### src/hdl/lsr_pkg.sv
// Constants shared by the lamp and reset-button controller.
// Assumes a single 125 MHz system clock and a 32-bit register bus.
package lsr_pkg;

  // ----------------------------------------------------------------
  // Timing
  // ----------------------------------------------------------------
  localparam int unsigned CLK_HZ        = 125_000_000;
  localparam int unsigned MS_PER_S      = 1000;
  localparam int unsigned MS_CYC        = CLK_HZ / MS_PER_S;  // Cycles per millisecond
  localparam int unsigned FAST_HALF_MS  = 100;   // Fast blink half period
  localparam int unsigned SLOW_HALF_MS  = 500;   // Slow blink half period
  localparam int unsigned SLOWER_HALF_MS = 1000; // Slower blink half period
  localparam int unsigned FLASH_MS      = 50;    // Short error-frame flash
  localparam int unsigned DEBOUNCE_MS   = 20;    // Button must be stable this long
  localparam int unsigned HOLD_SHORT_S  = 3;     // End of first hold interval
  localparam int unsigned HOLD_LONG_S   = 10;    // End of second hold interval
  localparam int unsigned HOLD_SHORT_MS = HOLD_SHORT_S * MS_PER_S;
  localparam int unsigned HOLD_LONG_MS  = HOLD_LONG_S * MS_PER_S;

  // ----------------------------------------------------------------
  // Register map (byte addresses)
  // ----------------------------------------------------------------
  localparam logic [7:0] ADDR_CTRL     = 8'h00;
  localparam logic [7:0] ADDR_STATUS   = 8'h04;
  localparam logic [7:0] ADDR_IRQ_STAT = 8'h08;
  localparam logic [7:0] ADDR_IRQ_MASK = 8'h0C;

  // Control fields
  localparam int unsigned CTRL_PWR_OK_BIT = 0;
  localparam int unsigned CTRL_NET_LSB    = 1;
  localparam logic        CTRL_PWR_OK_RST = 1'b1;

  // Status fields
  localparam int unsigned ST_PASSIVE_LSB = 0;
  localparam int unsigned ST_BUSOFF_LSB  = 4;
  localparam int unsigned ST_ADDON_LSB   = 8;
  localparam int unsigned ST_BTN_BIT     = 12;
  localparam int unsigned ST_PHASE_LSB   = 13;

  // Interrupt status fields
  localparam int unsigned IRQ_MODRST_BIT  = 0;
  localparam int unsigned IRQ_FACTORY_BIT = 1;
  localparam int unsigned IRQ_PRESS_BIT   = 2;
  localparam int unsigned IRQ_ERRFRM_LSB  = 3;
  localparam int unsigned IRQ_W           = 7;
  localparam logic [IRQ_W-1:0] IRQ_MASK_RST = 7'h00;

  // AXI responses
  localparam logic [1:0] RESP_OKAY   = 2'h0;
  localparam logic [1:0] RESP_SLVERR = 2'h2;

  // Network-information lamp modes
  typedef enum logic [1:0] {
    LSR_NET_IDLE,
    LSR_NET_LEASE_WAIT,
    LSR_NET_READY,
    LSR_NET_CONNECTED
  } lsr_net_t;
  localparam lsr_net_t CTRL_NET_RST = LSR_NET_IDLE;

  // Button hold phases
  typedef enum logic [1:0] {
    LSR_PH_IDLE,
    LSR_PH_MODULES,
    LSR_PH_FACTORY,
    LSR_PH_CANCEL
  } lsr_phase_t;

endpackage : lsr_pkg

### src/hdl/lsr_rate_if.sv
// Blink-rate bundle between the rate generator and the lamp logic.
// Assumes both ends run on the same system clock.
`timescale 1ns/1ps
interface lsr_rate_if;
  logic ms_tick;    // One-cycle pulse every millisecond
  logic fast_sq;    // Fast square wave
  logic slow_sq;    // Slow square wave
  logic slower_sq;  // Slower square wave
  modport gen (output ms_tick, output fast_sq, output slow_sq, output slower_sq);
  modport use_rates (input ms_tick, input fast_sq, input slow_sq, input slower_sq);
endinterface : lsr_rate_if

### src/hdl/lsr_rate_gen.sv
// Millisecond tick and three blink square waves from the system clock.
// Assumes aclk and a synchronous active-low reset.
`timescale 1ns/1ps
module lsr_rate_gen #(
  parameter int unsigned MS_CYC         = lsr_pkg::MS_CYC,
  parameter int unsigned FAST_HALF_MS   = lsr_pkg::FAST_HALF_MS,
  parameter int unsigned SLOW_HALF_MS   = lsr_pkg::SLOW_HALF_MS,
  parameter int unsigned SLOWER_HALF_MS = lsr_pkg::SLOWER_HALF_MS
) (
  // Clock and reset
  input  wire logic   aclk,
  input  wire logic   aresetn,
  // Rates out
  lsr_rate_if.gen     rates
);

  localparam int unsigned DW = (MS_CYC > 1) ? $clog2(MS_CYC) : 1;
  localparam int unsigned HW = 16;
  localparam int unsigned HALF [3] = '{FAST_HALF_MS, SLOW_HALF_MS, SLOWER_HALF_MS};

  // ----------------------------------------------------------------
  // Elaboration checks
  // ----------------------------------------------------------------
  if (MS_CYC < 1 || FAST_HALF_MS < 1 || FAST_HALF_MS >= SLOW_HALF_MS ||
      SLOW_HALF_MS >= SLOWER_HALF_MS || SLOWER_HALF_MS >= (1 << HW)) begin : g_bad
    $error("lsr_rate_gen: rates must be nonzero, rising and fit 16 bits");
  end

  logic [DW-1:0] div_r;
  logic          tick_r;
  logic [2:0]    sq_r;

  // ----------------------------------------------------------------
  // Millisecond divider
  // ----------------------------------------------------------------
  // One enable pulse per millisecond
  always_ff @(posedge aclk) begin
    if (!aresetn) begin
      div_r  <= '0;
      tick_r <= 1'b0;
    end else if (div_r == DW'(MS_CYC - 1)) begin
      div_r  <= '0;
      tick_r <= 1'b1;
    end else begin
      div_r  <= div_r + 1'b1;
      tick_r <= 1'b0;
    end
  end

  // ----------------------------------------------------------------
  // Square waves, one counter per rate
  // ----------------------------------------------------------------
  for (genvar g = 0; g < 3; g++) begin : g_rate
    logic [HW-1:0] cnt_r;
    // Toggle after each half period of milliseconds
    always_ff @(posedge aclk) begin
      if (!aresetn) begin
        cnt_r   <= '0;
        sq_r[g] <= 1'b0;
      end else if (tick_r) begin
        if (cnt_r == HW'(HALF[g] - 1)) begin
          cnt_r   <= '0;
          sq_r[g] <= ~sq_r[g];
        end else begin
          cnt_r <= cnt_r + 1'b1;
        end
      end
    end
  end

  assign rates.ms_tick   = tick_r;
  assign rates.fast_sq   = sq_r[0];
  assign rates.slow_sq   = sq_r[1];
  assign rates.slower_sq = sq_r[2];

endmodule : lsr_rate_gen

### src/hdl/lsr_status_led_reset.sv
// Lamp driver and reset-button timer with an AXI4-Lite register slave.
// Assumes channel and add-on inputs come from logic on aclk; the
// button arrives straight from a pin and is synchronised here.
//
// Behaviour
// - Drive ten base-unit indicator lamps.
// - Power lamp steady on while unit works.
// - Lease wait: info lamp flashes fast.
// - Ready for connection: info lamp flashes slowly.
// - Host connected: info lamp steady on.
// - Passive, bus-off blink; error frame flashes red.
// - Communicating add-on: its lamp steady on.
// - Silent add-on: its lamp flashes.
// - Button press lights channel 1 red at once.
// - Release before 3 s resets all modules.
// - 3 to 10 s adds network factory reset.
// - Reset type chosen at moment of release.
//
// Implementation choices: register access over AXI4-Lite and the register addresses.
`timescale 1ns/1ps
module lsr_status_led_reset #(
  parameter int unsigned NCH           = 4,
  parameter int unsigned NADD          = 4,
  parameter int unsigned MS_CYC        = lsr_pkg::MS_CYC,
  parameter int unsigned DEBOUNCE_MS   = lsr_pkg::DEBOUNCE_MS,
  parameter int unsigned HOLD_SHORT_MS = lsr_pkg::HOLD_SHORT_MS,
  parameter int unsigned HOLD_LONG_MS  = lsr_pkg::HOLD_LONG_MS,
  parameter int unsigned FLASH_MS      = lsr_pkg::FLASH_MS
) (
  // Clock and reset
  input  wire logic             aclk,
  input  wire logic             aresetn,
  // AXI4-Lite write address
  input  wire logic [7:0]       s_axi_awaddr,
  input  wire logic             s_axi_awvalid,
  output logic                  s_axi_awready,
  // AXI4-Lite write data
  input  wire logic [31:0]      s_axi_wdata,
  input  wire logic [3:0]       s_axi_wstrb,
  input  wire logic             s_axi_wvalid,
  output logic                  s_axi_wready,
  // AXI4-Lite write response
  output logic [1:0]            s_axi_bresp,
  output logic                  s_axi_bvalid,
  input  wire logic             s_axi_bready,
  // AXI4-Lite read address
  input  wire logic [7:0]       s_axi_araddr,
  input  wire logic             s_axi_arvalid,
  output logic                  s_axi_arready,
  // AXI4-Lite read data
  output logic [31:0]           s_axi_rdata,
  output logic [1:0]            s_axi_rresp,
  output logic                  s_axi_rvalid,
  input  wire logic             s_axi_rready,
  // Bus channel state from the controllers
  input  wire logic [NCH-1:0]   ch_err_passive,
  input  wire logic [NCH-1:0]   ch_bus_off,
  input  wire logic [NCH-1:0]   ch_err_frame,
  // Add-on link state
  input  wire logic [NADD-1:0]  addon_comm,
  // Reset button pin, low while pressed
  input  wire logic             reset_btn_n,
  // Lamps
  output logic                  power_lamp,
  output logic                  info_lamp,
  output logic [NCH-1:0]        ch_red_lamp,
  output logic [NCH-1:0]        ch_yellow_lamp,
  output logic [NADD-1:0]       addon_power_lamp,
  // Reset requests, one-cycle pulses
  output logic                  all_modules_reset,
  output logic                  net_factory_reset,
  // Interrupt
  output logic                  irq
);

  localparam int unsigned HW = $clog2(HOLD_LONG_MS + 2);
  localparam int unsigned BW = $clog2(DEBOUNCE_MS + 1);
  localparam int unsigned FW = $clog2(FLASH_MS + 1);
  localparam int unsigned IW = lsr_pkg::IRQ_W;

  // ----------------------------------------------------------------
  // Elaboration checks
  // ----------------------------------------------------------------
  if (NCH < 2 || NCH > 4 || NADD > 4 || NADD < 1 || DEBOUNCE_MS < 1 ||
      FLASH_MS < 1 || HOLD_SHORT_MS < 1 || HOLD_LONG_MS <= HOLD_SHORT_MS) begin : g_bad
    $error("lsr_status_led_reset: unsupported channel count or timing");
  end

  // ----------------------------------------------------------------
  // Rate generator
  // ----------------------------------------------------------------
  lsr_rate_if rate ();

  lsr_rate_gen #(
    .MS_CYC (MS_CYC)
  ) u_rate (
    .aclk    (aclk),
    .aresetn (aresetn),
    .rates   (rate)
  );

  // ----------------------------------------------------------------
  // Registers and state
  // ----------------------------------------------------------------
  logic                 pwr_ok_r;
  lsr_pkg::lsr_net_t    net_r;
  logic [IW-1:0]        irq_stat_r;
  logic [IW-1:0]        irq_mask_r;
  logic [IW-1:0]        irq_set;
  logic                 irq_clr;
  logic                 btn_s1_r;
  logic                 btn_s2_r;
  logic                 btn_r;
  logic [BW-1:0]        deb_r;
  logic [HW-1:0]        hold_r;
  lsr_pkg::lsr_phase_t  phase;
  logic [NCH-1:0]       flash_on;
  logic                 aw_got_r;
  logic                 w_got_r;
  logic [7:0]           awaddr_r;
  logic [31:0]          wdata_r;
  logic [3:0]           wstrb_r;
  logic                 wr_fire;
  logic                 press_ev;
  logic                 release_ev;

  // ----------------------------------------------------------------
  // Button synchroniser and debouncer
  // ----------------------------------------------------------------
  // Two flops bring the pin onto aclk; pressed reads as 1
  always_ff @(posedge aclk) begin
    if (!aresetn) begin
      btn_s1_r <= 1'b0;
      btn_s2_r <= 1'b0;
    end else begin
      btn_s1_r <= ~reset_btn_n;
      btn_s2_r <= btn_s1_r;
    end
  end

  // Accept a new level only after it is stable for the debounce time
  always_ff @(posedge aclk) begin
    if (!aresetn) begin
      btn_r <= 1'b0;
      deb_r <= '0;
    end else if (btn_s2_r == btn_r) begin
      deb_r <= '0;
    end else if (rate.ms_tick) begin
      if (deb_r == BW'(DEBOUNCE_MS - 1)) begin
        btn_r <= btn_s2_r;
        deb_r <= '0;
      end else begin
        deb_r <= deb_r + 1'b1;
      end
    end
  end

  assign press_ev   = btn_s2_r & ~btn_r & rate.ms_tick & (deb_r == BW'(DEBOUNCE_MS - 1));
  assign release_ev = ~btn_s2_r & btn_r & rate.ms_tick & (deb_r == BW'(DEBOUNCE_MS - 1));

  // ----------------------------------------------------------------
  // Hold timer
  // ----------------------------------------------------------------
  // Milliseconds held, saturating one past the second interval
  always_ff @(posedge aclk) begin
    if (!aresetn) begin
      hold_r <= '0;
    end else if (!btn_r) begin
      hold_r <= '0;
    end else if (rate.ms_tick && hold_r <= HW'(HOLD_LONG_MS)) begin
      hold_r <= hold_r + 1'b1;
    end
  end

  // Phase shown while held; the one in force at release is acted on
  always_comb begin
    if (!btn_r) begin
      phase = lsr_pkg::LSR_PH_IDLE;
    end else if (hold_r < HW'(HOLD_SHORT_MS)) begin
      phase = lsr_pkg::LSR_PH_MODULES;
    end else if (hold_r < HW'(HOLD_LONG_MS)) begin
      phase = lsr_pkg::LSR_PH_FACTORY;
    end else begin
      phase = lsr_pkg::LSR_PH_CANCEL;
    end
  end

  // Issue the reset chosen by the phase at the moment of release
  always_ff @(posedge aclk) begin
    if (!aresetn) begin
      all_modules_reset <= 1'b0;
      net_factory_reset <= 1'b0;
    end else begin
      all_modules_reset <= release_ev && (phase == lsr_pkg::LSR_PH_MODULES ||
                                          phase == lsr_pkg::LSR_PH_FACTORY);
      net_factory_reset <= release_ev && phase == lsr_pkg::LSR_PH_FACTORY;
    end
  end

  // ----------------------------------------------------------------
  // Error-frame flash stretchers
  // ----------------------------------------------------------------
  for (genvar c = 0; c < NCH; c++) begin : g_flash
    logic [FW-1:0] fcnt_r;
    // A detected error frame keeps red lit for the short flash
    always_ff @(posedge aclk) begin
      if (!aresetn) begin
        fcnt_r <= '0;
      end else if (ch_err_frame[c]) begin
        fcnt_r <= FW'(FLASH_MS);
      end else if (rate.ms_tick && fcnt_r != '0) begin
        fcnt_r <= fcnt_r - 1'b1;
      end
    end
    assign flash_on[c] = (fcnt_r != '0);
  end

  // ----------------------------------------------------------------
  // Lamps
  // ----------------------------------------------------------------
  // Power lamp steady while software reports a healthy unit
  always_ff @(posedge aclk) begin
    if (!aresetn) begin
      power_lamp <= 1'b0;
    end else begin
      power_lamp <= pwr_ok_r;
    end
  end

  // Network-information lamp follows the link mode
  always_ff @(posedge aclk) begin
    if (!aresetn) begin
      info_lamp <= 1'b0;
    end else begin
      unique case (net_r)
        lsr_pkg::LSR_NET_IDLE:       info_lamp <= 1'b0;
        lsr_pkg::LSR_NET_LEASE_WAIT: info_lamp <= rate.fast_sq;
        lsr_pkg::LSR_NET_READY:      info_lamp <= rate.slow_sq;
        lsr_pkg::LSR_NET_CONNECTED:  info_lamp <= 1'b1;
      endcase
    end
  end

  // Channel lamps; the button pattern overrides red on channels 1 and 2
  always_ff @(posedge aclk) begin
    if (!aresetn) begin
      ch_red_lamp    <= '0;
      ch_yellow_lamp <= '0;
    end else begin
      for (int c = 0; c < NCH; c++) begin
        if (ch_bus_off[c]) begin
          ch_red_lamp[c]    <= rate.slower_sq;
          ch_yellow_lamp[c] <= rate.slow_sq;
        end else if (ch_err_passive[c]) begin
          ch_red_lamp[c]    <= rate.slow_sq;
          ch_yellow_lamp[c] <= rate.slow_sq;
        end else begin
          ch_red_lamp[c]    <= flash_on[c];
          ch_yellow_lamp[c] <= 1'b0;
        end
      end
      // Channel 1 lights on the raw synchronised press, before debounce
      if (btn_s2_r && (phase == lsr_pkg::LSR_PH_IDLE || phase == lsr_pkg::LSR_PH_MODULES ||
                       phase == lsr_pkg::LSR_PH_FACTORY)) begin
        ch_red_lamp[0] <= 1'b1;
      end
      if (btn_r && phase == lsr_pkg::LSR_PH_FACTORY) begin
        ch_red_lamp[1] <= 1'b1;
      end
      if (btn_r && phase == lsr_pkg::LSR_PH_CANCEL) begin
        ch_red_lamp[0] <= 1'b0;
        ch_red_lamp[1] <= 1'b0;
      end
    end
  end

  // Add-on lamps steady when talking, flashing when silent
  always_ff @(posedge aclk) begin
    if (!aresetn) begin
      addon_power_lamp <= '0;
    end else begin
      for (int a = 0; a < NADD; a++) begin
        addon_power_lamp[a] <= addon_comm[a] | rate.slow_sq;
      end
    end
  end

  // ----------------------------------------------------------------
  // Interrupts
  // ----------------------------------------------------------------
  always_comb begin
    irq_set = '0;
    irq_set[lsr_pkg::IRQ_MODRST_BIT]  = release_ev && phase != lsr_pkg::LSR_PH_CANCEL;
    irq_set[lsr_pkg::IRQ_FACTORY_BIT] = release_ev && phase == lsr_pkg::LSR_PH_FACTORY;
    irq_set[lsr_pkg::IRQ_PRESS_BIT]   = press_ev;
    irq_set[lsr_pkg::IRQ_ERRFRM_LSB +: NCH] = ch_err_frame;
  end

  assign irq_clr = s_axi_arvalid && s_axi_arready && s_axi_araddr == lsr_pkg::ADDR_IRQ_STAT;

  // Sticky status; a read clears, a same-cycle event survives
  always_ff @(posedge aclk) begin
    if (!aresetn) begin
      irq_stat_r <= '0;
    end else if (irq_clr) begin
      irq_stat_r <= irq_set;
    end else begin
      irq_stat_r <= irq_stat_r | irq_set;
    end
  end

  // Level interrupt while any unmasked bit is set
  always_ff @(posedge aclk) begin
    if (!aresetn) begin
      irq <= 1'b0;
    end else begin
      irq <= |(irq_stat_r & irq_mask_r);
    end
  end

  // ----------------------------------------------------------------
  // AXI4-Lite write path
  // ----------------------------------------------------------------
  assign wr_fire = aw_got_r && w_got_r && !s_axi_bvalid;

  // Address and data are taken independently, in either order
  always_ff @(posedge aclk) begin
    if (!aresetn) begin
      aw_got_r      <= 1'b0;
      w_got_r       <= 1'b0;
      s_axi_awready <= 1'b0;
      s_axi_wready  <= 1'b0;
      awaddr_r      <= '0;
      wdata_r       <= '0;
      wstrb_r       <= '0;
    end else begin
      if (s_axi_awvalid && s_axi_awready) begin
        aw_got_r      <= 1'b1;
        awaddr_r      <= s_axi_awaddr;
        s_axi_awready <= 1'b0;
      end else if (!aw_got_r && !s_axi_bvalid) begin
        s_axi_awready <= 1'b1;
      end
      if (s_axi_wvalid && s_axi_wready) begin
        w_got_r      <= 1'b1;
        wdata_r      <= s_axi_wdata;
        wstrb_r      <= s_axi_wstrb;
        s_axi_wready <= 1'b0;
      end else if (!w_got_r && !s_axi_bvalid) begin
        s_axi_wready <= 1'b1;
      end
      if (s_axi_bvalid && s_axi_bready) begin
        aw_got_r <= 1'b0;
        w_got_r  <= 1'b0;
      end
    end
  end

  // Response once both halves are in
  always_ff @(posedge aclk) begin
    if (!aresetn) begin
      s_axi_bvalid <= 1'b0;
      s_axi_bresp  <= lsr_pkg::RESP_OKAY;
    end else if (wr_fire) begin
      s_axi_bvalid <= 1'b1;
      s_axi_bresp  <= (awaddr_r == lsr_pkg::ADDR_CTRL || awaddr_r == lsr_pkg::ADDR_IRQ_MASK ||
                       awaddr_r == lsr_pkg::ADDR_STATUS || awaddr_r == lsr_pkg::ADDR_IRQ_STAT)
                      ? lsr_pkg::RESP_OKAY : lsr_pkg::RESP_SLVERR;
    end else if (s_axi_bready) begin
      s_axi_bvalid <= 1'b0;
    end
  end

  // Writable registers, byte lane 0 only
  always_ff @(posedge aclk) begin
    if (!aresetn) begin
      pwr_ok_r   <= lsr_pkg::CTRL_PWR_OK_RST;
      net_r      <= lsr_pkg::CTRL_NET_RST;
      irq_mask_r <= lsr_pkg::IRQ_MASK_RST;
    end else if (wr_fire && wstrb_r[0]) begin
      if (awaddr_r == lsr_pkg::ADDR_CTRL) begin
        pwr_ok_r <= wdata_r[lsr_pkg::CTRL_PWR_OK_BIT];
        net_r    <= lsr_pkg::lsr_net_t'(wdata_r[lsr_pkg::CTRL_NET_LSB +: 2]);
      end
      if (awaddr_r == lsr_pkg::ADDR_IRQ_MASK) begin
        irq_mask_r <= wdata_r[IW-1:0];
      end
    end
  end

  // ----------------------------------------------------------------
  // AXI4-Lite read path
  // ----------------------------------------------------------------
  // One read at a time; data is latched with the address
  always_ff @(posedge aclk) begin
    if (!aresetn) begin
      s_axi_arready <= 1'b0;
      s_axi_rvalid  <= 1'b0;
      s_axi_rdata   <= '0;
      s_axi_rresp   <= lsr_pkg::RESP_OKAY;
    end else if (s_axi_arvalid && s_axi_arready) begin
      s_axi_arready <= 1'b0;
      s_axi_rvalid  <= 1'b1;
      s_axi_rdata   <= '0;
      s_axi_rresp   <= lsr_pkg::RESP_OKAY;
      unique case (s_axi_araddr)
        lsr_pkg::ADDR_CTRL: begin
          s_axi_rdata[lsr_pkg::CTRL_PWR_OK_BIT]     <= pwr_ok_r;
          s_axi_rdata[lsr_pkg::CTRL_NET_LSB +: 2]   <= net_r;
        end
        lsr_pkg::ADDR_STATUS: begin
          s_axi_rdata[lsr_pkg::ST_PASSIVE_LSB +: NCH] <= ch_err_passive;
          s_axi_rdata[lsr_pkg::ST_BUSOFF_LSB +: NCH]  <= ch_bus_off;
          s_axi_rdata[lsr_pkg::ST_ADDON_LSB +: NADD]  <= addon_comm;
          s_axi_rdata[lsr_pkg::ST_BTN_BIT]            <= btn_r;
          s_axi_rdata[lsr_pkg::ST_PHASE_LSB +: 2]     <= phase;
        end
        lsr_pkg::ADDR_IRQ_STAT: s_axi_rdata[IW-1:0] <= irq_stat_r;
        lsr_pkg::ADDR_IRQ_MASK: s_axi_rdata[IW-1:0] <= irq_mask_r;
        default:                s_axi_rresp <= lsr_pkg::RESP_SLVERR;
      endcase
    end else if (s_axi_rvalid && s_axi_rready) begin
      s_axi_rvalid <= 1'b0;
    end else if (!s_axi_rvalid) begin
      s_axi_arready <= 1'b1;
    end
  end

endmodule : lsr_status_led_reset

### config.mk
export PLATFORM = sky130hd
export DESIGN_NAME = lsr_status_led_reset
export DESIGN_NICKNAME = d
export VERILOG_FILES = /design/src/hdl/lsr_pkg.sv /design/src/hdl/lsr_rate_if.sv /design/src/hdl/lsr_rate_gen.sv /design/src/hdl/lsr_status_led_reset.sv
export SDC_FILE = /design/constraint.sdc
export NUM_CORES = 1
export LEC_CHECK = 0
export BUFFER_PORTS_ARGS = -buffer_cell sky130_fd_sc_hd__buf_2
export CAP_MARGIN = 20
export CORE_ASPECT_RATIO = 2
export CORE_UTILIZATION = 60
export CTS_CLUSTER_DIAMETER = 150
export CTS_CLUSTER_SIZE = 30
export DETAILED_ROUTE_END_ITERATION = 10
export MAX_ROUTING_LAYER = met4
export PLACE_DENSITY = 0.84
export SLEW_MARGIN = 20
export SYNTH_ARGS = -nofsm -noshare
export SYNTH_HDL_FRONTEND = slang
export SYNTH_SLANG_ARGS = --single-unit
### constraint.sdc
create_clock -name aclk -period 3.35 [get_ports aclk]
set_clock_uncertainty 0.05 [all_clocks]
set_input_delay 0.67 -clock aclk [delete_from_list [all_inputs] [get_ports aclk]]
set_output_delay 0.67 -clock aclk [all_outputs]
set_load 0.03 [all_outputs]
# Yosys cells after proc, flatten, opt, wreduce, memory -nomap -nowiden
# Cells that the tools add are included.
# totals
register_bits,191
inputBits,76
output_inout_bits,58
elab_cells,212
# classes
n_addsub,10
order_cmp,3
n_eq_ne,19
n_mux,45
n_bitwise,22
reduce_logical,66
# op_table
op,count
adder 16 x 1 -> 16 bit (second input constant),3
2-to-1 mux 16 bit,3
2-to-1 mux 6 bit,8
equality test 8 x 4 -> 1 bit (second input constant),4
2-to-1 mux 1 bit,24
nonzero test 6 bit,4
subtractor 6 x 1 -> 6 bit (second input constant),4
logical AND 1 bit,22
OR reduction 2 bit,11
adder 17 x 1 -> 17 bit (second input constant),1
equality test 17 bit (second input constant),1
equality test 16 x 10 -> 1 bit (second input constant),1
equality test 16 x 7 -> 1 bit (second input constant),1
equality test 16 x 9 -> 1 bit (second input constant),1
equality test 8 x 3 -> 1 bit (second input constant),2
zero test 8 bit,2
adder 14 x 1 -> 14 bit (second input constant),1
less-or-equal comparator 14 bit (second input constant),1
< comparator 14 x 12 -> 1 bit (second input constant),1
< comparator 14 bit (second input constant),1
AND reduction 2 bit,7
one-hot mux 3 bit (4 select lines),1
one-hot mux 4 bit (3 select lines),1
nonzero test 2 bit,6
22 further kinds,54

# Longest topological paths before layout
# Gate-level depths: netlist (run 1).
# logic_depth
ltp_word,9
depth_mapped,10
depth_no_buf,9

# Hierarchy
# From an unflattened synthesis (run 1), not the netlist that was laid out.
# unflattened
cells_unflattened,948
hier_area_um2,8338.0
# by_module_without_submodules
mod,n_inst,cells_per_inst,area_per_inst_um2,seq_area_each_um2
lsr_status_led_reset,1,593,5227.5,2402.3
lsr_rate_gen,1,355,3110.5,1381.3

# Worst setup path after synthesis (run 1)
# Ideal clock, no wire load.
# synth_path
kind,input-to-reg
from,input port s_axi_araddr[0]
to,register s_axi_rdata[14]
setup_ns,0.074
t_arrival_ns,2.004
t_required_ns,3.226
setup_slack_ns,1.222
stages,6
n_path_buf,1
cell_sequence,or4_1 > nor4_4 > and2_0 > clkbuf_1 > nand2_1 > o21ai_0
# synth_via
elab_chain_cells,2
# synth_lines
element,line_no,text
start: declaration,lsr_status_led_reset.sv:47,"input wire logic [7:0] s_axi_araddr,"
equality test 8 x 3 -> 1 bit,lsr_status_led_reset.sv:406,unique case (s_axi_araddr)
2-to-1 mux 8 bit,lsr_status_led_reset.sv:406,
end signal: indexed assignment,lsr_status_led_reset.sv:408,s_axi_rdata[lsr_pkg::CTRL_PWR_OK_BIT] <= pwr_ok_r;
end signal: indexed assignment,lsr_status_led_reset.sv:409,s_axi_rdata[lsr_pkg::CTRL_NET_LSB +: 2] <= net_r;
end signal: indexed assignment,lsr_status_led_reset.sv:412,s_axi_rdata[lsr_pkg::ST_PASSIVE_LSB +: NCH] <= ch_err_passive;
end: declaration,lsr_status_led_reset.sv:51,"output logic [31:0] s_axi_rdata,"
# Every way passes these cells.
# A chain may end at the register's enable or synchronous reset.

# Final worst setup path (run 1)
# layout_path
from,register hold_r[6]
to,register ch_red_lamp[0]
# layout_via
elab_chain_cells,9
word_cells_on_any_way,15
cone_classes,order compare: 2; eq/ne: 3; mux: 4; reduce/logical: 6
# layout_lines
element,line_no,text
start: declaration,lsr_status_led_reset.sv:115,logic [HW-1:0] hold_r;
start signal: assignment,lsr_status_led_reset.sv:171,hold_r <= hold_r + 1'b1;
< comparator 14 bit,lsr_status_led_reset.sv:181,end else if (hold_r < HW'(HOLD_LONG_MS)) begin
2-to-1 mux 1 bit,lsr_status_led_reset.sv:181,
2-to-1 mux 2 bit *,lsr_status_led_reset.sv:179,end else if (hold_r < HW'(HOLD_SHORT_MS)) begin
2-to-1 mux 2 bit *,lsr_status_led_reset.sv:177,if (!btn_r) begin
equality test 2 x 1 -> 1 bit / zero test 2 bit (equally long branches),lsr_status_led_reset.sv:263,if (btn_s2_r && (phase == lsr_pkg::LSR_PH_IDLE || phase == lsr_pkg::LSR_PH_MODULES ||
logical OR 1 bit (2 in series),lsr_status_led_reset.sv:263,
logical AND 1 bit,lsr_status_led_reset.sv:263,
2-to-1 mux 1 bit,lsr_status_led_reset.sv:263,
end signal: indexed assignment,lsr_status_led_reset.sv:252,ch_red_lamp[c] <= rate.slower_sq;
end signal: indexed assignment,lsr_status_led_reset.sv:255,ch_red_lamp[c] <= rate.slow_sq;
end signal: indexed assignment,lsr_status_led_reset.sv:258,ch_red_lamp[c] <= flash_on[c];
end: declaration,lsr_status_led_reset.sv:66,"output logic [NCH-1:0] ch_red_lamp,"
# Mark *: on every way between the ends. The rest lies on a longest branch, timed or not.

==> key figures, run 1 <==
Floorplanning
  • DIE AREA: 0.0140 mm^2
  • # rows: 59
  • IO Count: 134
  • Die width: 84.3 um
  • Core Area: between 0.01 and 0.015 mm^2
  • Initial core utilization: around 62%
  • Die Span Y: around 170 um

Synthesis
  • Synth unique cells: 54
  • Top cell type's share of synthesized area: 46.6%
  • Async set-or-reset flop fraction in the synthesized netlist: 0%
  • Prevailing post-synth register cell: dfxtp_1
  • Synth Instances: ~930
  • Seq cells post-synth: roughly 190
  • Synth area leaders: dfxtp_1 (47%), nor2_1 (7.6%), xor2_1 (6.5%), nand2_1 (4.0%), xnor2_1 (3.6%)
  • Largest area contributor in the netlist: dfxtp_1
  • Mean post-synth cell area: 8.74 um^2
  • Seq/Total Area, Yosys: 46.6%
  • Synth Warn #: 0
  • Cell area after synthesis: 0.00812 mm^2
  • Post-synth EDFFs: 0

STA
  • RSZ-0062 raised after global routing: false
  • Final hold vios: 0
  • Worst slew pin tran: between 800 and 900 ps
  • Setup TNS: 0 ps
  • Final setup margin: 796 ps
  • WHS: 337 ps
  • Post-layout min period: 2550 ps
  • Slew HR: 44.2%
  • Pins Over Slew Limit: 0
  • Tcrit/Tclk final: 76.2%
  • Final setup viols: 0
  • FMAX: 0.392 GHz

Detailed routing
  • Via count: just under 7000
  • Drt initial violations: 423
  • DRT antenna net count: 0
  • Drt pass-1 iters: 9
  • Final wirelength: 17800 um
  • DRC viols: 22
  • WL per Instance: 15.2 um
  • Vias per inst: 5.76

Finish
  • Fin area: 0.00925 mm^2
  • Finished Layout Cells: 1174
  • Synth-to-layout area growth: 13.9%
  • Layout cells sized above 1: 13.5%
  • Final Util: a little over two thirds
  • Final nets: about 1100

Clock tree
  • Hold-fix buffers at CTS: 0
  • Clock latency on the worst-skew pair: 430 ps
  • # clock sinks: around 190
  • CTS tree: done
  • Clock Path Buffers: 2
  • CTS Buf Count: 17
  • Clk pin slew, worst setup/hold paths: about 70 ps
  • Post_cts resized: 0
  • Root Buffer: clkbuf_16
  • H-tree lvl count: 4
  • Post-CTS setup buffer count: 0

Placement
  • Port Buffers: between 80 and 90
  • Setup slack after placement: 755 ps
  • Placed cells: ~1100
  • Placed instance area: 0.00859 mm^2
  • RD Place Congestion: around 0.89
  • Final HPWL DP: 12700 um

Outcome
  • Failing checks: DRC
  • Status: finished with violations

Power
  • Sw Ratio: 23.3%
  • Clock share of power: 45.9%
  • LEAKAGE: 3.60 nW
  • Gate power share: between 5 and 6%
  • Internal power: 3.66 mW
  • Share of power burned in registers: approximately half
  • NetSw: 1.11 mW
  • PD cells: about 520 mW/mm^2
  • Peak VDD IR: 0.377 mV
  • Design Power: 4.77 mW

GRT
  • Pin count of the biggest net entering global routing: 51
  • First-pass GRT wire length: 29300 um
  • Vias in the first global route: 6505
  • GR Overflow Total: 0
  • Antenna violations before repair: 2
  • GRT Util Overall: 26.7%

Worst setup path
  • Worst EP required: between 3000 and 4000 ps
  • Reg2reg setup slack: 800 ps
  • Worst Path Max Fanout: 7
  • Crit path capture type: flip-flop
  • Worst setup path class: reg2reg
  • Crit path DAT: around 2900 ps
  • Crit path launch type: flip-flop

Run
  • Max Cap Violations: 0

Worst hold path
  • Worst min path class: in2reg
[cells in the final DEF (no fill, tap or decap), types with 5 or more instances in the layout]
cell type,instances
inv_1,25
xor2_1,60
nand4_1,29
nor2b_1,6
a21oi_1,54
nor2_1,165
ha_1,19
and4_1,9
nor3_1,16
a22oi_1,13
nand2_1,86
buf_2,86
conb_1,19
nand3_1,52
nor4_1,13
xnor2_1,33
mux2i_1,17
o21a_1,5
dfxtp_1,189
or3_1,7
o21ai_0,14
and3_1,10
clkbuf_16,17
and2_1,7
a31oi_1,5
[flip-flops by register name, summed over array words and instances (netlist names), 2 cells and up]
signal and count:
ch_yellow_lamp 4, wdata_r 7, s_axi_rdata 15, u_rate.div_r 17
irq_mask_r 7, deb_r 5, u_rate.g_rate.cnt_r 48, g_flash.fcnt_r 24
awaddr_r 8, ch_red_lamp 4, addon_power_lamp 4, irq_stat_r 7
net_r 2, hold_r 14
[layout make-up]
type,count,area [um^2]
clock inverters,14,206
inverters,26,97.6
repair buffers,91,480
flip-flops and latches,189,3780
multi-input cells,682,4040
well taps,152,190
clock buffers,18,439
diodes,2,5.00
fillers,1015,3820
[Yosys cell counts, types with 19 or more instances]
cell / count
a21oi_1: 54
buf_4: 19
clkbuf_1: 20
dfxtp_1: 189
ha_1: 19
inv_1: 26
nand2_1: 86
nand3_1: 52
nand4_1: 29
nor2_1: 165
xnor2_1: 33
xor2_1: 60
[per-layer routing]
metal	vias up	wire, um	track usage [%]
li1	3298	-	-
met1	3202	6710	27.0
met2	215	9600	48.4
met3	51	855	4.76
met4	0	652	13.7
met5	-	0	-
[worst max-delay path, cell delays in order (launching register included)]
cell and delay (ps):
dfxtp_1 370, or4_1 590, o311ai_0 520, nand2b_1 180, and2_1 220, ha_1 210, nand2_1 60, nand2_1 60
o21ba_2 240
[final timing paths]
check / from / endpoint / cells past startpoint
worst max-delay path: hold_r[6] / ch_red_lamp[0] / 8
worst min-delay path: reset_btn_n / btn_s1_r / 2
worst max register to register: hold_r[6] / ch_red_lamp[0] / 8
worst min register to register: u_rate.div_r[0] / u_rate.div_r[0] / 1
[power by group through the flow]
stage          clock network [mW]  registers [mW]  logic [mW]
5_1_grt                      2.29            2.33       0.286
6_report                     2.19            2.32       0.261
2_1_floorplan                   0            2.38       0.177
4_1_cts                      2.20            2.32       0.261
3_3_place_gp                    0            2.37       0.256
3_5_place_dp                    0            2.37       0.259
[kinds of logic (layout without fill, tap and decap cells)]
| family | Yosys count | after routing | share of synthesized area, % |
|---|---|---|---|
| simple gates | 416 | 416 | 23.9 |
| flops | 189 | 189 | 46.6 |
| compound gates | 111 | 111 | 8.52 |
| xor+xnor | 93 | 93 | 10.0 |
| buf+inv | 76 | 149 | 4.44 |
| mux | 24 | 24 | 3.48 |
| fa+ha+maj | 19 | 19 | 2.93 |
| other cells | 1 | 21 | 0.0462 |
(Power assumes the default switching activity.)
==> run 2: changes to the inputs <==
--- a/config.mk
+++ b/config.mk
@@ -8,12 +8,12 @@
 export BUFFER_PORTS_ARGS = -buffer_cell sky130_fd_sc_hd__buf_2
 export CAP_MARGIN = 20
 export CORE_ASPECT_RATIO = 2
-export CORE_UTILIZATION = 60
+export CORE_UTILIZATION = 51
 export CTS_CLUSTER_DIAMETER = 150
 export CTS_CLUSTER_SIZE = 30
 export DETAILED_ROUTE_END_ITERATION = 10
 export MAX_ROUTING_LAYER = met4
-export PLACE_DENSITY = 0.84
+export PLACE_DENSITY = 0.76
 export SLEW_MARGIN = 20
 export SYNTH_ARGS = -nofsm -noshare
 export SYNTH_HDL_FRONTEND = slang
==> constraint.sdc (replaced) <==
create_clock -name aclk -period 2.15 [get_ports aclk]
set_clock_uncertainty 0.05 [all_clocks]
set_input_delay 0.43 -clock aclk [delete_from_list [all_inputs] [get_ports aclk]]
set_output_delay 0.43 -clock aclk [all_outputs]
set_load 0.03 [all_outputs]
==> run 2 against run 1 <==
Against the previous run: critical endpoint is now hold_r[9]; hold slack worse by 220 ps; first-iteration DRC count fell by 14%; the flow now finishes without violations; final cell count increased by 5.9%; largest power group unchanged; combinational power rose by 57%; highest routed layer unchanged.
==> key figures, run 2 (synthesis results as in run 1) <==
Outcome
  • Status: finished clean

Run
  • Max Cap Violations: 0

Finish
  • Final nets: 1127
  • Reg with most FFs: u_rate.g_rate.cnt_r
  • Fin area: 0.00949 mm^2
  • Most common cell after layout, fill and taps aside: dfxtp_1
  • Top Registers: u_rate.g_rate.cnt_r (48), g_flash.fcnt_r (24), u_rate.div_r (17)
  • Layout cells sized above 1: 16.3%
  • Max reg flops: 48
  • Synth-to-layout area growth: 16.8%
  • Commonest non-fill, non-tap cells in the layout: dfxtp_1 (188), nor2_1 (165), nand2_1 (86), buf_2 (86), xor2_1 (60)

Floorplanning
  • IO Count: 134
  • Core Area: ~0.015 mm^2
  • # rows: 64
  • DIE AREA: 0.0165 mm^2
  • Initial core utilization: between 50% and 60%
  • Die width: a little over 90 um
  • Die Span Y: 180 um

Clock tree
  • Clock latency on the worst-skew pair: 430 ps
  • Root Buffer: clkbuf_16
  • CTS Buf Count: 17
  • Clk pin slew, worst setup/hold paths: 70 ps
  • # clock sinks: 189
  • CTS tree: done
  • Hold-fix buffers at CTS: 0
  • H-tree lvl count: 4
  • Clock Path Buffers: 2

Detailed routing
  • WL per Instance: between 10 and 15 um
  • Final wirelength: about 18000 um
  • Drt initial violations: roughly 360
  • Drt pass-1 iters: 5
  • DRC viols: 0
  • Via count: between 6000 and 7000
  • Vias per inst: 5.39
  • DRT antenna net count: 0

Worst setup path
  • Reg2reg setup slack: 90 ps
  • Worst Path Max Fanout: 5
  • Crit-path cells: buf_4 -> a311o_1 -> a21oi_1 -> nand3_1 -> or4_1 -> nand2_1
  • Crit-path slowest cell: or4_1
  • Crit path launch type: flip-flop
  • Worst setup path class: reg2reg
  • Crit path capture type: flip-flop
  • Worst EP required: 2480 ps
  • Crit path DAT: between 2000 and 2500 ps
  • CP max stage delay: 490 ps

Placement
  • Final HPWL DP: 13400 um
  • Setup slack after placement: -87.9 ps
  • RD Place Congestion: 0.875
  • Port Buffers: 86
  • Placed instance area: 0.00883 mm^2

GRT
  • GRT Util Overall: 23.4%
  • Vias in the first global route: 6506
  • First-pass GRT wire length: 30000 um
  • Antenna violations before repair: 1
  • GR Overflow Total: 0
  • Pin count of the biggest net entering global routing: 20

Power
  • Internal power: 5.48 mW
  • NetSw: 1.70 mW
  • Share of power burned in registers: around half
  • Peak VDD IR: 0.668 mV
  • LEAKAGE: 3.70 nW
  • Gate power share: between 5 and 6%
  • PD cells: approximately 760 mW/mm^2
  • Clock share of power: between 40% and 50%
  • Sw Ratio: 23.6%
  • Design Power: 7.18 mW

STA
  • Final setup viols: 0
  • Final setup margin: 87.9 ps
  • FMAX: 0.485 GHz
  • Worst slew pin tran: 590 ps
  • RSZ-0062 raised after global routing: false
  • Post-layout min period: a little over 2000 ps
  • Slew HR: between 60% and 70%
  • Setup TNS: 0 ps
  • Tcrit/Tclk final: 95.9%
  • Final hold vios: 0
  • Pins Over Slew Limit: 0

Worst hold path
  • Worst min path class: in2reg
==> run 2: changes by cell type in the layout (fill, tap and decap cells not counted), moves of 2 or more <==
cell / change
buf_4: +25
bufinv_16: -2
clkinvlp_4: +2
inv_6: -2
==> run 2: final cells by class <==
type                    count  area, um^2
clock inverters            11         136
diodes                      2        5.00
multi-input cells         682        4090
fillers                  1365        5970
clock buffers              19         453
repair buffers            116         668
well taps                 198         248
inverters                  26        97.6
flip-flops and latches    189        3780
==> run 2: through the flow <==
stage               hold WS, ps  std cells  utilization (%)
floorplan                   362        947                -
global placement            374       1210             57.1
detailed placement          386       1210             57.1
CTS                         103       1240             61.0
global route                117       1242             61.4
finish                      119       1243             61.4
==> run 2: critical path: cells and delay by family (launching register included) <==
family,cells,cell delay [ps]
buffers and inverters,1,150
and+or+nand+nor,3,770
DFF,1,310
AOI/OAI and AO/OA,2,720
==> run 2: final timing paths <==
kind / start / endpoint / cells past startpoint
hold / removal: reset_btn_n / btn_s1_r / 2
setup reg to reg: hold_r[11] / hold_r[9] / 6
setup / recovery: hold_r[11] / hold_r[9] / 6
hold reg to reg: u_rate.div_r[0] / u_rate.div_r[0] / 1
==> run 2: metal layers <==
metal  part of all wire [%]  up-vias  global-route usage [%]
li1                       -     3339                       -
met1                     39     3141                    24.1
met2                     53      176                    41.8
met3                    4.5       48                    4.94
met4                    3.5        0                    11.1
met5                      0        -                       -
==> run 2: what timing repair did <==
item | CTS | global route
resized for setup | 3 | 8
setup endpoints to repair | 2 | 8
buffers inserted | 0 | 1
pin swaps | 1 | 4
==> run 2: power by group through the flow <==
stage | combinational, mW | sequential [mW] | clock [mW]
3_5_place_dp | 0.411 | 3.70 | 0
2_1_floorplan | 0.276 | 3.71 | 0
6_report | 0.410 | 3.62 | 3.15
3_3_place_gp | 0.404 | 3.70 | 0
5_1_grt | 0.451 | 3.63 | 3.33
4_1_cts | 0.412 | 3.62 | 3.19
